**src/inc/scpa_consts.svh**
```systemverilog
/*
 * Constants for the stack check and program address generator: register
 * offsets, field positions, reset values and address limits.
 * Assumes inclusion by bare name from the design file and the bench.
 */
`ifndef SCPA_CONSTS_SVH
`define SCPA_CONSTS_SVH

// Register word offsets on the Wishbone slave
`define SCPA_OFF_SP 8'h00
`define SCPA_OFF_LIMIT 8'h04
`define SCPA_OFF_TABLE_PAGE_REG 8'h08
`define SCPA_OFF_REMAP_PAGE_REG 8'h0C
`define SCPA_OFF_CORE 8'h10
`define SCPA_OFF_STATUS 8'h14

// Field positions
`define SCPA_REMAP_EN_BIT 2
`define SCPA_CFG_SPACE_BIT 7
`define SCPA_EA_TOP_BIT 15
`define SCPA_ST_OVF_BIT 0
`define SCPA_ST_UNF_BIT 1

// Address figures
`define SCPA_STACK_FLOOR 16'h0800
`define SCPA_WORD_STEP 16'h0002
`define SCPA_ALIGN_MASK 16'hFFFE
`define SCPA_ZERO_BYTE 8'h00

// Reset values
`define SCPA_SP_RESET 16'h0800
`define SCPA_PAGE_RESET 8'h00

`endif

```
**src/inc/scpa_pkg.sv**
```systemverilog
/*
 * Types for the stack check and program address generator.
 * Assumes the core and program memory sit on the same clock.
 */
package scpa_pkg;

	// Stack operation request from the execution unit
	typedef struct packed {
		logic push;
		logic pop;
		logic exc_entry;
		logic [23:0] pc;
		logic [7:0] status_low_byte;
	} scpa_stack_req_t;

	// Stack address result towards data memory and exception logic
	typedef struct packed {
		logic valid;
		logic [15:0] addr;
		logic [15:0] pc_hi_word;
		logic overflow;
		logic underflow;
	} scpa_stack_res_t;

	// Program space access request from the execution unit
	typedef struct packed {
		logic table_read_op;
		logic table_write_op;
		logic data_read;
		logic [15:0] ea;
	} scpa_pgm_req_t;

	// Program memory access request
	typedef struct packed {
		logic valid;
		logic write;
		logic cfg_space;
		logic low_word_only;
		logic [23:0] addr;
	} scpa_pgm_res_t;

	typedef enum {SCPA_ACC_NONE, SCPA_ACC_TABLE, SCPA_ACC_REMAP} scpa_acc_t;

endpackage

```
**src/hdl/scpa_core.sv**
```systemverilog
/*
 * Stack check and program address generator: stack pointer upkeep with
 * overflow and underflow traps, pushed PC word format, and program space
 * addresses for code fetch, table access and remapped data reads.
 * Assumes a classic Wishbone master, and an execution unit and program
 * memory on the same clock that take results one cycle after a request.
 */
// Chosen here: register access over Wishbone and the placing of the registers.
// Behaviour
// - Stack pointer addresses next free word, post-increments on push, pre-decrements on pop.
// - Call pushes upper PC word with its top bits zero-extended.
// - Exception entry places status low byte above the PC upper part.
// - Stack limit bit zero reads and acts as zero once the limit register has been written.
// - Stack limit register holds no reset value.
// - Stack address above limit traps; push at equal limit does not.
// - Stack address below 0800h raises an underflow trap.
// - Table address is table page above the 16-bit effective address.
// - Table page top bit selects user or configuration space.
// - Remap address joins remap page with low effective-address bits.
// - Remap address top bit is held zero.
// - Remap ignores EA bit 15; address bit 15 is page bit zero.
// - Fetch and remap addresses have bit zero held zero.
// - Table accesses take any byte alignment and reads reach configuration space.
// - Remap is read-only, low word only; table access reaches whole word.
// - Remap happens only with enable bit set and EA top bit one.
// - Table writes to configuration space are refused.
// - Remap is suspended while a table access is in progress.
`include "scpa_consts.svh"

module scpa_core (
	// Clock and reset
	input wire logic clk_i,
	input wire logic rst_i,
	// Wishbone slave
	input wire logic wb_cyc_i,
	input wire logic wb_stb_i,
	input wire logic wb_we_i,
	input wire logic [7:0] wb_adr_i,
	input wire logic [3:0] wb_sel_i,
	input wire logic [31:0] wb_dat_i,
	output logic [31:0] wb_dat_o,
	output logic wb_ack_o,
	// Stack side
	input wire scpa_pkg::scpa_stack_req_t stack_req_i,
	output scpa_pkg::scpa_stack_res_t stack_res_o,
	// Program space side
	input wire logic [23:0] fetch_pc_i,
	output logic [23:0] fetch_addr_o,
	input wire scpa_pkg::scpa_pgm_req_t pgm_req_i,
	input wire logic table_busy_i,
	output scpa_pkg::scpa_pgm_res_t pgm_res_o,
	output logic table_reject_o
);
	import scpa_pkg::*;

	function automatic logic hit(input logic [7:0] adr, input logic [7:0] off);
		hit = (adr == off);
	endfunction

	function automatic logic [15:0] merge16(input logic [15:0] old, input logic [15:0] dat,
		input logic [1:0] sel);
		merge16 = {sel[1] ? dat[15:8] : old[15:8], sel[0] ? dat[7:0] : old[7:0]};
	endfunction

	logic [15:0] stack_pointer_reg;
	logic [15:0] stack_upper_bound_reg;
	logic [7:0] table_page_reg;
	logic [7:0] remap_page_reg;
	logic remap_window_enable;
	logic [1:0] trap_seen;
	logic ack;

	// Bus decode
	wire bus_go = wb_cyc_i & wb_stb_i & ~ack;
	wire bus_wr = bus_go & wb_we_i;
	wire wr_sp = bus_wr & hit(wb_adr_i, `SCPA_OFF_SP);
	wire wr_limit = bus_wr & hit(wb_adr_i, `SCPA_OFF_LIMIT);
	wire wr_table_page_reg = bus_wr & hit(wb_adr_i, `SCPA_OFF_TABLE_PAGE_REG) & wb_sel_i[0];
	wire wr_remap_page_reg = bus_wr & hit(wb_adr_i, `SCPA_OFF_REMAP_PAGE_REG) & wb_sel_i[0];
	wire wr_core = bus_wr & hit(wb_adr_i, `SCPA_OFF_CORE) & wb_sel_i[0];
	wire wr_status = bus_wr & hit(wb_adr_i, `SCPA_OFF_STATUS) & wb_sel_i[0];
	wire [15:0] core_word = {13'h0000, remap_window_enable, 2'h0};
	wire [15:0] rd_word =
		hit(wb_adr_i, `SCPA_OFF_SP) ? stack_pointer_reg :
		hit(wb_adr_i, `SCPA_OFF_LIMIT) ? stack_upper_bound_reg :
		hit(wb_adr_i, `SCPA_OFF_TABLE_PAGE_REG) ? {`SCPA_ZERO_BYTE, table_page_reg} :
		hit(wb_adr_i, `SCPA_OFF_REMAP_PAGE_REG) ? {`SCPA_ZERO_BYTE, remap_page_reg} :
		hit(wb_adr_i, `SCPA_OFF_CORE) ? core_word :
		hit(wb_adr_i, `SCPA_OFF_STATUS) ? {14'h0000, trap_seen} : 16'h0000;

	// Stack address generation
	wire op_push = stack_req_i.push & ~stack_req_i.pop;
	wire op_pop = stack_req_i.pop & ~stack_req_i.push;
	wire op_any = op_push | op_pop;
	wire [15:0] sp_dec = stack_pointer_reg - `SCPA_WORD_STEP;
	wire [15:0] sp_inc = stack_pointer_reg + `SCPA_WORD_STEP;
	wire [15:0] stack_ea = op_push ? stack_pointer_reg : sp_dec;
	wire next_overflow = op_any & (stack_ea > stack_upper_bound_reg);
	wire next_underflow = op_any & (stack_ea < `SCPA_STACK_FLOOR);
	wire [7:0] hi_byte = stack_req_i.exc_entry ? stack_req_i.status_low_byte : `SCPA_ZERO_BYTE;
	wire [15:0] next_pc_hi_word = {hi_byte, 1'b0, stack_req_i.pc[22:16]};
	wire [15:0] next_sp = op_push ? sp_inc : op_pop ? sp_dec :
		wr_sp ? (merge16(stack_pointer_reg, wb_dat_i[15:0], wb_sel_i[1:0]) & `SCPA_ALIGN_MASK) :
		stack_pointer_reg;

	// Program address generation
	wire tbl_op = pgm_req_i.table_read_op | pgm_req_i.table_write_op;
	wire tbl_cfg = table_page_reg[`SCPA_CFG_SPACE_BIT];
	wire tbl_refuse = pgm_req_i.table_write_op & tbl_cfg;
	wire remap_go = pgm_req_i.data_read & pgm_req_i.ea[`SCPA_EA_TOP_BIT] & remap_window_enable
		& ~tbl_op & ~table_busy_i;
	wire [23:0] tbl_addr = {table_page_reg, pgm_req_i.ea};
	wire [23:0] remap_addr = {1'b0, remap_page_reg, pgm_req_i.ea[14:1], 1'b0};
	// Enum is two-state, so it must be a variable rather than a net
	scpa_acc_t acc;
	assign acc = tbl_op ? SCPA_ACC_TABLE : remap_go ? SCPA_ACC_REMAP : SCPA_ACC_NONE;
	scpa_pgm_res_t next_pgm;
	always_comb begin
		next_pgm = '0;
		case (acc)
			SCPA_ACC_TABLE: begin
				next_pgm.valid = ~tbl_refuse;
				next_pgm.write = pgm_req_i.table_write_op;
				next_pgm.cfg_space = tbl_cfg;
				next_pgm.addr = tbl_addr;
			end
			SCPA_ACC_REMAP: begin
				next_pgm.valid = 1'b1;
				next_pgm.low_word_only = 1'b1;
				next_pgm.addr = remap_addr;
			end
			default: begin
				next_pgm = '0;
			end
		endcase
	end

	// Bus slave and control registers
	always_ff @(posedge clk_i) begin
		if (rst_i) begin
			ack <= 1'b0;
			wb_dat_o <= 32'h0000_0000;
			table_page_reg <= `SCPA_PAGE_RESET;
			remap_page_reg <= `SCPA_PAGE_RESET;
			remap_window_enable <= 1'b0;
		end else begin
			ack <= bus_go;
			wb_dat_o <= bus_go ? {16'h0000, rd_word} : 32'h0000_0000;
			if (wr_table_page_reg)
				table_page_reg <= wb_dat_i[7:0];
			if (wr_remap_page_reg)
				remap_page_reg <= wb_dat_i[7:0];
			if (wr_core)
				remap_window_enable <= wb_dat_i[`SCPA_REMAP_EN_BIT];
		end
	end
	assign wb_ack_o = ack;

	// Limit register has no reset on purpose
	always_ff @(posedge clk_i) begin
		if (wr_limit)
			stack_upper_bound_reg <= merge16(stack_upper_bound_reg, wb_dat_i[15:0], wb_sel_i[1:0])
				& `SCPA_ALIGN_MASK;
	end

	// Stack pointer, sticky trap flags and results
	always_ff @(posedge clk_i) begin
		if (rst_i) begin
			stack_pointer_reg <= `SCPA_SP_RESET;
			trap_seen <= 2'b00;
			stack_res_o <= '0;
			pgm_res_o <= '0;
			table_reject_o <= 1'b0;
			fetch_addr_o <= 24'h000000;
		end else begin
			stack_pointer_reg <= next_sp;
			trap_seen <= (trap_seen & ~(wr_status ? wb_dat_i[1:0] : 2'b00)) | {next_underflow, next_overflow};
			stack_res_o.valid <= op_any;
			stack_res_o.addr <= stack_ea;
			stack_res_o.pc_hi_word <= next_pc_hi_word;
			stack_res_o.overflow <= next_overflow;
			stack_res_o.underflow <= next_underflow;
			pgm_res_o <= next_pgm;
			table_reject_o <= (acc == SCPA_ACC_TABLE) & tbl_refuse;
			fetch_addr_o <= {1'b0, fetch_pc_i[22:1], 1'b0};
		end
	end

	// Checks
	a_push_grows: assert property (@(posedge clk_i) disable iff (rst_i)
		op_push |=> stack_pointer_reg == $past(stack_pointer_reg) + `SCPA_WORD_STEP
			&& stack_res_o.addr == $past(stack_pointer_reg))
		else $error("push did not post-increment");
	a_pop_shrinks: assert property (@(posedge clk_i) disable iff (rst_i)
		op_pop |=> stack_res_o.addr == stack_pointer_reg
			&& stack_pointer_reg == $past(stack_pointer_reg) - `SCPA_WORD_STEP)
		else $error("pop did not pre-decrement");
	a_call_msb_clear: assert property (@(posedge clk_i) disable iff (rst_i)
		op_any && !stack_req_i.exc_entry |=> stack_res_o.pc_hi_word[15:7] == 9'h000)
		else $error("call push upper bits not clear");
	a_exc_status_byte: assert property (@(posedge clk_i) disable iff (rst_i)
		op_any && stack_req_i.exc_entry |=>
			stack_res_o.pc_hi_word[15:8] == $past(stack_req_i.status_low_byte))
		else $error("exception push lacks status byte");
	a_limit_aligned: assert property (@(posedge clk_i) disable iff (rst_i)
		$past(wr_limit) |-> stack_upper_bound_reg[0] == 1'b0)
		else $error("limit bit zero set");
	a_equal_no_trap: assert property (@(posedge clk_i) disable iff (rst_i)
		op_push && stack_pointer_reg == stack_upper_bound_reg
			|=> !stack_res_o.overflow ##0 stack_res_o.valid)
		else $error("trap at equal limit");
	a_next_push_traps: assert property (@(posedge clk_i) disable iff (rst_i)
		op_push && stack_pointer_reg == stack_upper_bound_reg + `SCPA_WORD_STEP
			&& stack_pointer_reg > stack_upper_bound_reg |=> stack_res_o.overflow)
		else $error("overflow push did not trap");
	a_underflow_trap: assert property (@(posedge clk_i) disable iff (rst_i)
		op_any && stack_ea < `SCPA_STACK_FLOOR |=> stack_res_o.underflow && stack_res_o.valid)
		else $error("underflow not trapped");
	a_trap_one_cycle: assert property (@(posedge clk_i) disable iff (rst_i)
		(stack_res_o.overflow || stack_res_o.underflow) |-> stack_res_o.valid && $past(op_any))
		else $error("trap without a stack address");
	a_table_addr: assert property (@(posedge clk_i) disable iff (rst_i)
		tbl_op && !tbl_refuse |=> pgm_res_o.valid
			&& pgm_res_o.addr == {$past(table_page_reg), $past(pgm_req_i.ea)}
			&& pgm_res_o.cfg_space == $past(table_page_reg[7]))
		else $error("table address wrong");
	a_cfg_write_refused: assert property (@(posedge clk_i) disable iff (rst_i)
		pgm_req_i.table_write_op && tbl_cfg |=> !pgm_res_o.valid && table_reject_o)
		else $error("configuration write not refused");
	a_remap_addr: assert property (@(posedge clk_i) disable iff (rst_i)
		remap_go |=> pgm_res_o.valid && !pgm_res_o.write && pgm_res_o.low_word_only
			&& pgm_res_o.addr[23] == 1'b0 && pgm_res_o.addr[0] == 1'b0
			&& pgm_res_o.addr[15] == $past(remap_page_reg[0])
			&& pgm_res_o.addr[14:1] == $past(pgm_req_i.ea[14:1]))
		else $error("remap address wrong");
	a_remap_gated: assert property (@(posedge clk_i) disable iff (rst_i)
		pgm_req_i.data_read && !tbl_op && (!remap_window_enable || !pgm_req_i.ea[15] || table_busy_i)
			|=> !pgm_res_o.valid)
		else $error("remap without permission");
	a_fetch_aligned: assert property (@(posedge clk_i) disable iff (rst_i)
		1'b1 |=> fetch_addr_o[0] == 1'b0 && fetch_addr_o[23] == 1'b0
			&& fetch_addr_o[22:1] == $past(fetch_pc_i[22:1]))
		else $error("fetch address wrong");
endmodule

```
**config.mk**
```make
export PLATFORM = sky130hd
export DESIGN_NAME = scpa_core
export DESIGN_NICKNAME = d
export VERILOG_FILES = /design/src/inc/scpa_pkg.sv /design/src/hdl/scpa_core.sv
export VERILOG_INCLUDE_DIRS = /design/src /design/src/inc
export SDC_FILE = /design/constraint.sdc
export NUM_CORES = 1
export LEC_CHECK = 0
export ABC_AREA = 1
export BUFFER_PORTS_ARGS = -buffer_cell sky130_fd_sc_hd__clkbuf_2
export CAP_MARGIN = 5
export CELL_PAD_IN_SITES_DETAIL_PLACEMENT = 0
export CELL_PAD_IN_SITES_GLOBAL_PLACEMENT = 1
export CORE_MARGIN = 4
export CORE_UTILIZATION = 38
export DETAILED_ROUTE_END_ITERATION = 8
export PLACE_DENSITY_LB_ADDON = 0.1
export SETUP_SLACK_MARGIN = 0.5
export SYNTH_ARGS = -nofsm -noshare
export SYNTH_HDL_FRONTEND = slang
export SYNTH_SLANG_ARGS = --single-unit
```
**constraint.sdc**
```tcl
create_clock -name clk_i -period 4.35 [get_ports clk_i]
set_input_delay 0.87 -clock clk_i [delete_from_list [all_inputs] [get_ports clk_i]]
set_output_delay 0.87 -clock clk_i [all_outputs]
set_load 0.005 [all_outputs]
```
Word-level counts from Yosys, hierarchy flattened
Index checks and enable logic that the tools add are counted.

Bits in registers: 171. Output and inout bits: 121. Logic and storage cells: 105.

Add/subtract/negate cells: 2. Order comparisons: 2. Eq/ne operators: 8. Muxes and demuxes: 18. Bitwise gates (word level): 37. Reductions and logical operators: 11.

Operators with widths (number): $mux 16 (6); $pmux 24 s2 (1); $mux 8 (4); $and 1x1->1 (23); $add 16x2->16 const B (1); $eq 8x4->1 const B (2); $eq 8x5->1 const B (2); $gt 16x16->1 (1); $lt 16x12->1 const B (1); $sub 16x2->16 const B (1); $not 1->1 (9); $reduce_bool 3->1 (3); $eq 8x3->1 const B (1); $logic_not 8->1 (1); $mux 2 (4); $reduce_and 2->1 (4); $reduce_or 2->1 (3); $eq 2x1->1 const B (2); $mux 3 (1); $and 2x2->2 (1); $eq 2x2->1 const B (1); $not 2->2 (1); $or 1x1->1 (2); $or 2x2->2 (1); 2 further kinds (2).

Logic depth before layout (Yosys ltp)
Depth after elaboration: 9. Mapped depth: 18. Depth with buffers taken out: 18.

Worst setup path after synthesis
No wires, ideal clock.

Path type: in2reg. Start: input port stack_req_i[33] (netlist bit). End: register trap_seen[0]. Arrival: 2.591 ns. Data required time: 4.236 ns. Path slack: 1.646 ns. Stages on the path: 12. Cell sequence: inv_1 -> ha_1 -> inv_1 -> clkbuf_1 -> o21ai_0 -> ha_1 -> nand2_1 -> nor3_1 -> nand2_1 -> o21a_1 -> nand2_1 -> nand2_1.

Longest elaborated chain between the ends: 6.

RTL lines: start: declaration (line scpa_core.sv:44) `input wire scpa_pkg::scpa_stack_req_t stack_req_i,`; $not 1->1 (line scpa_core.sv:92) `wire op_push = stack_req_i.push & ~stack_req_i.pop;`; $and 1x1->1 (line scpa_core.sv:92); $mux 16 (line scpa_core.sv:97) `wire [15:0] stack_ea = op_push ? stack_pointer_reg : sp_dec;`; via stack_ea[10] (line scpa_core.sv:97); $gt 16x16->1 (line scpa_core.sv:98) `wire next_overflow = op_any & (stack_ea > stack_upper_bound_reg);`; $and 1x1->1 (line scpa_core.sv:98); $or 2x2->2 (line scpa_core.sv:177) `trap_seen <= (trap_seen & ~(wr_status ? wb_dat_i[1:0] : 2'b00)) | {next_underflow, next_overflow};`; end signal: assignment (line scpa_core.sv:177); end: declaration (line scpa_core.sv:70) `logic [1:0] trap_seen;`.

The timed path passes the listed nets, and every way through them passes these cells. A chain may end at the register's enable or synchronous reset.

Worst setup path after layout
Start: register stack_pointer_reg[1]. End: register trap_seen[0].

Longest elaborated chain between the ends: 5.

RTL lines: start: declaration (line scpa_core.sv:65) `logic [15:0] stack_pointer_reg;`; start signal: assignment (line scpa_core.sv:169) `` stack_pointer_reg <= `SCPA_SP_RESET; ``; start signal: assignment (line scpa_core.sv:176) `stack_pointer_reg <= next_sp;`; $sub 16x2->16 (no source line); $mux 16 (line scpa_core.sv:97); via stack_ea[13] (line scpa_core.sv:97); $gt 16x16->1 (line scpa_core.sv:98); $and 1x1->1 (line scpa_core.sv:98); $or 2x2->2 (line scpa_core.sv:177).

The timed path passes the listed nets, and every way through them passes these cells.

==> metrics.txt <==
final setup fails=0; Area Growth Syn to Fin=23.6%; Post-Syn Area per Cell=7.77 um^2; Worst path slowest cell=dfxtp_1; Synth cell types=45; CP max FO=5; outcome=complete, no violations; worst vdd ir=0.000268 V; commonest non-fill, non-tap cell in the layout=clkbuf_2; die width=143 um; antenna viol nets, final=0; max FFs per register=33; vias per inst=4.59; share of layout cells above drive strength 1=26.5%; Root Buffer=clkbuf_16; startpoint types=register; post-synthesis cell area=6880 um^2; Pwr Density=411 nW/um^2; first-pass iteration count of the detailed router=7; Die ar.=20300 um^2; Final HPWL DP=14.0 mm; Worst setup EP type=register; clk sinks=150; all-layer global routing usage=18.5%; first-pass GRT wire length=29.7 mm; deepest clock path buffer count=2; Die Ht=143 um; area share of the largest cell type after synthesis=39.3%; Req. time, crit path=4.67 ns; GPL Wtd Cong=0.815; flops & latches, synth=150; Main synth FF type=dfxtp_1; Pleak=4.23 nW; Fmax achieved=333 MHz; Seq/Total Area, Yosys=45.9%; ys async rst share=0%; fin cells=1303; worst path cell trace=inv_1 -> ha_1 -> nand2_2 -> nor2_2 -> nand2_1 -> nand2_1 -> nand3_1 -> nand2_1 -> inv_1 -> ha_1 -> inv_1 -> nor2_1 -> nand2_1 -> nor3_1 -> nand2_1 -> o21a_1 -> nand2_1 -> nand2_1; Worst path max stage delay=0.37 ns; R2R setup slack=1.35 ns; RSZ-0062 raised after global routing=false; cell count after synthesis=885; hold_buf cts=0; count of final hold-check violations=0; clk_skew=0.0102 ns; initial antenna violation count=0; CTS Buf Count=17; DR vias=5978; DRT iter0 DRCs=322; worst skew pair latency=0.44 ns; Clock transition at path regs=0.07 ns; Core ar.=17500 um^2; Final TNS setup=0 ns; PortBufs=191; period utilization=69.0%; drt total wl=18.7 mm; total grt overflow=0; Regs by FF count=stack_res_o x33, pgm_res_o x28, fetch_addr_o x22; post-layout min period=3.00 ns; Slew Limit Fails=0; number of global-route vias before repair=5806; most frequent cells in the layout=clkbuf_2 (191), nand2_1 (177), dfxtp_1 (135); cell count after placement=1271; synth top area cells=dfxtp_1 (39%), nand2_1 (9.7%), inv_1 (6.7%); Max Cap Violations=0; Worst path most repeated cell=nand2_1; slew margin rel.=29.3%; post-CTS setup buffers=0; number of flops mapped to enable cells by yosys=15; worst setup path category=reg -> reg; antenna diode count=0; nets@finish=1212; Initial Utilization=39.2%; crit path DAT=3.33 ns; Hold Crit Class=reg -> reg; Cell Rows=48; largest net degree at the start of global routing=59; routed len/inst=14.3 um; area leader, netlist=dfxtp_1; post_cts resized=0; Ys Warns=0; H-tree depth=4; worst slew pin tran=1.06 ns; Top reg by flops=stack_res_o; DRC violations left=0; TritonCTS clock tree=built; io pins=249
## area by class of cell
cell class | instances | area (um^2)
flip-flops and latches | 150 | 3150
multi-input cells | 572 | 2950
inverters | 129 | 487
fillers | 1833 | 9040
clock buffers | 20 | 489
well taps | 225 | 282
clock inverters | 12 | 149
repair buffers | 195 | 986
## Yosys cell counts, drive strengths merged, types with 7 or more instances
| library cell | n |
|---|---|
| clkbuf | 7 |
| dfxtp | 135 |
| nand3 | 49 |
| a31oi | 7 |
| buf | 46 |
| o21ai | 54 |
| edfxtp | 15 |
| a211oi | 10 |
| inv | 128 |
| a21oi | 62 |
| nor2 | 141 |
| nand2 | 182 |
| ha | 19 |
## critical path, delay by kind of cell, from the launching register on
kind                       cells  cell delay [ns]
and+or+nand+nor               12             1.43
adders and majority gates      2             0.62
DFF                            1             0.37
buffers and inverters          3             0.29
AOI/OAI and AO/OA              1             0.18
## report_power, final
group          internal, mW  switching, mW
registers              1.45         0.0440
clock network         0.902          0.663
logic                 0.163          0.271
## cells by family after synthesis
logic type      count (synthesis)  synth area share [%]
simple gates                  385                  25.4
xor+xnor                        5                 0.637
buf+inv                       182                  12.2
flops                         150                  45.9
fa+ha+maj                      19                  3.46
other cells                     1                0.0545
compound gates                143                  12.3
## path summary, 6_finish.rpt
kind,from,end,cells after the start
min reg2reg,trap_seen[0],trap_seen[0],2
max,stack_pointer_reg[1],trap_seen[0],18
max reg2reg,stack_pointer_reg[1],trap_seen[0],18
min,trap_seen[0],trap_seen[0],2
## stage by stage
step	util (%)	total power, mW	hold slack [ns]	setup slack [ns]	area, um^2
after floorplan	-	1.81	0.447	1.65	6950
after global placement	44.8	1.96	0.468	0.972	7860
after CTS	48.5	3.53	0.487	1.35	8500
after global routing	48.5	3.67	0.510	1.07	8500
after detailed placement	44.8	1.96	0.476	0.999	7860
final	48.5	3.50	0.481	1.35	8500
## routing by layer
metal | wire length (um) | share of wire (%) | up-vias | GRT usage, %
li1 | - | - | 3126 | -
met1 | 9090 | 49 | 2637 | 25.3
met2 | 8090 | 43 | 195 | 28.9
met3 | 1280 | 6.8 | 20 | 5.07
met4 | 226 | 1.2 | 0 | 4.85
met5 | 0 | 0 | - | 0
Power figures use the tool's default switching activity.
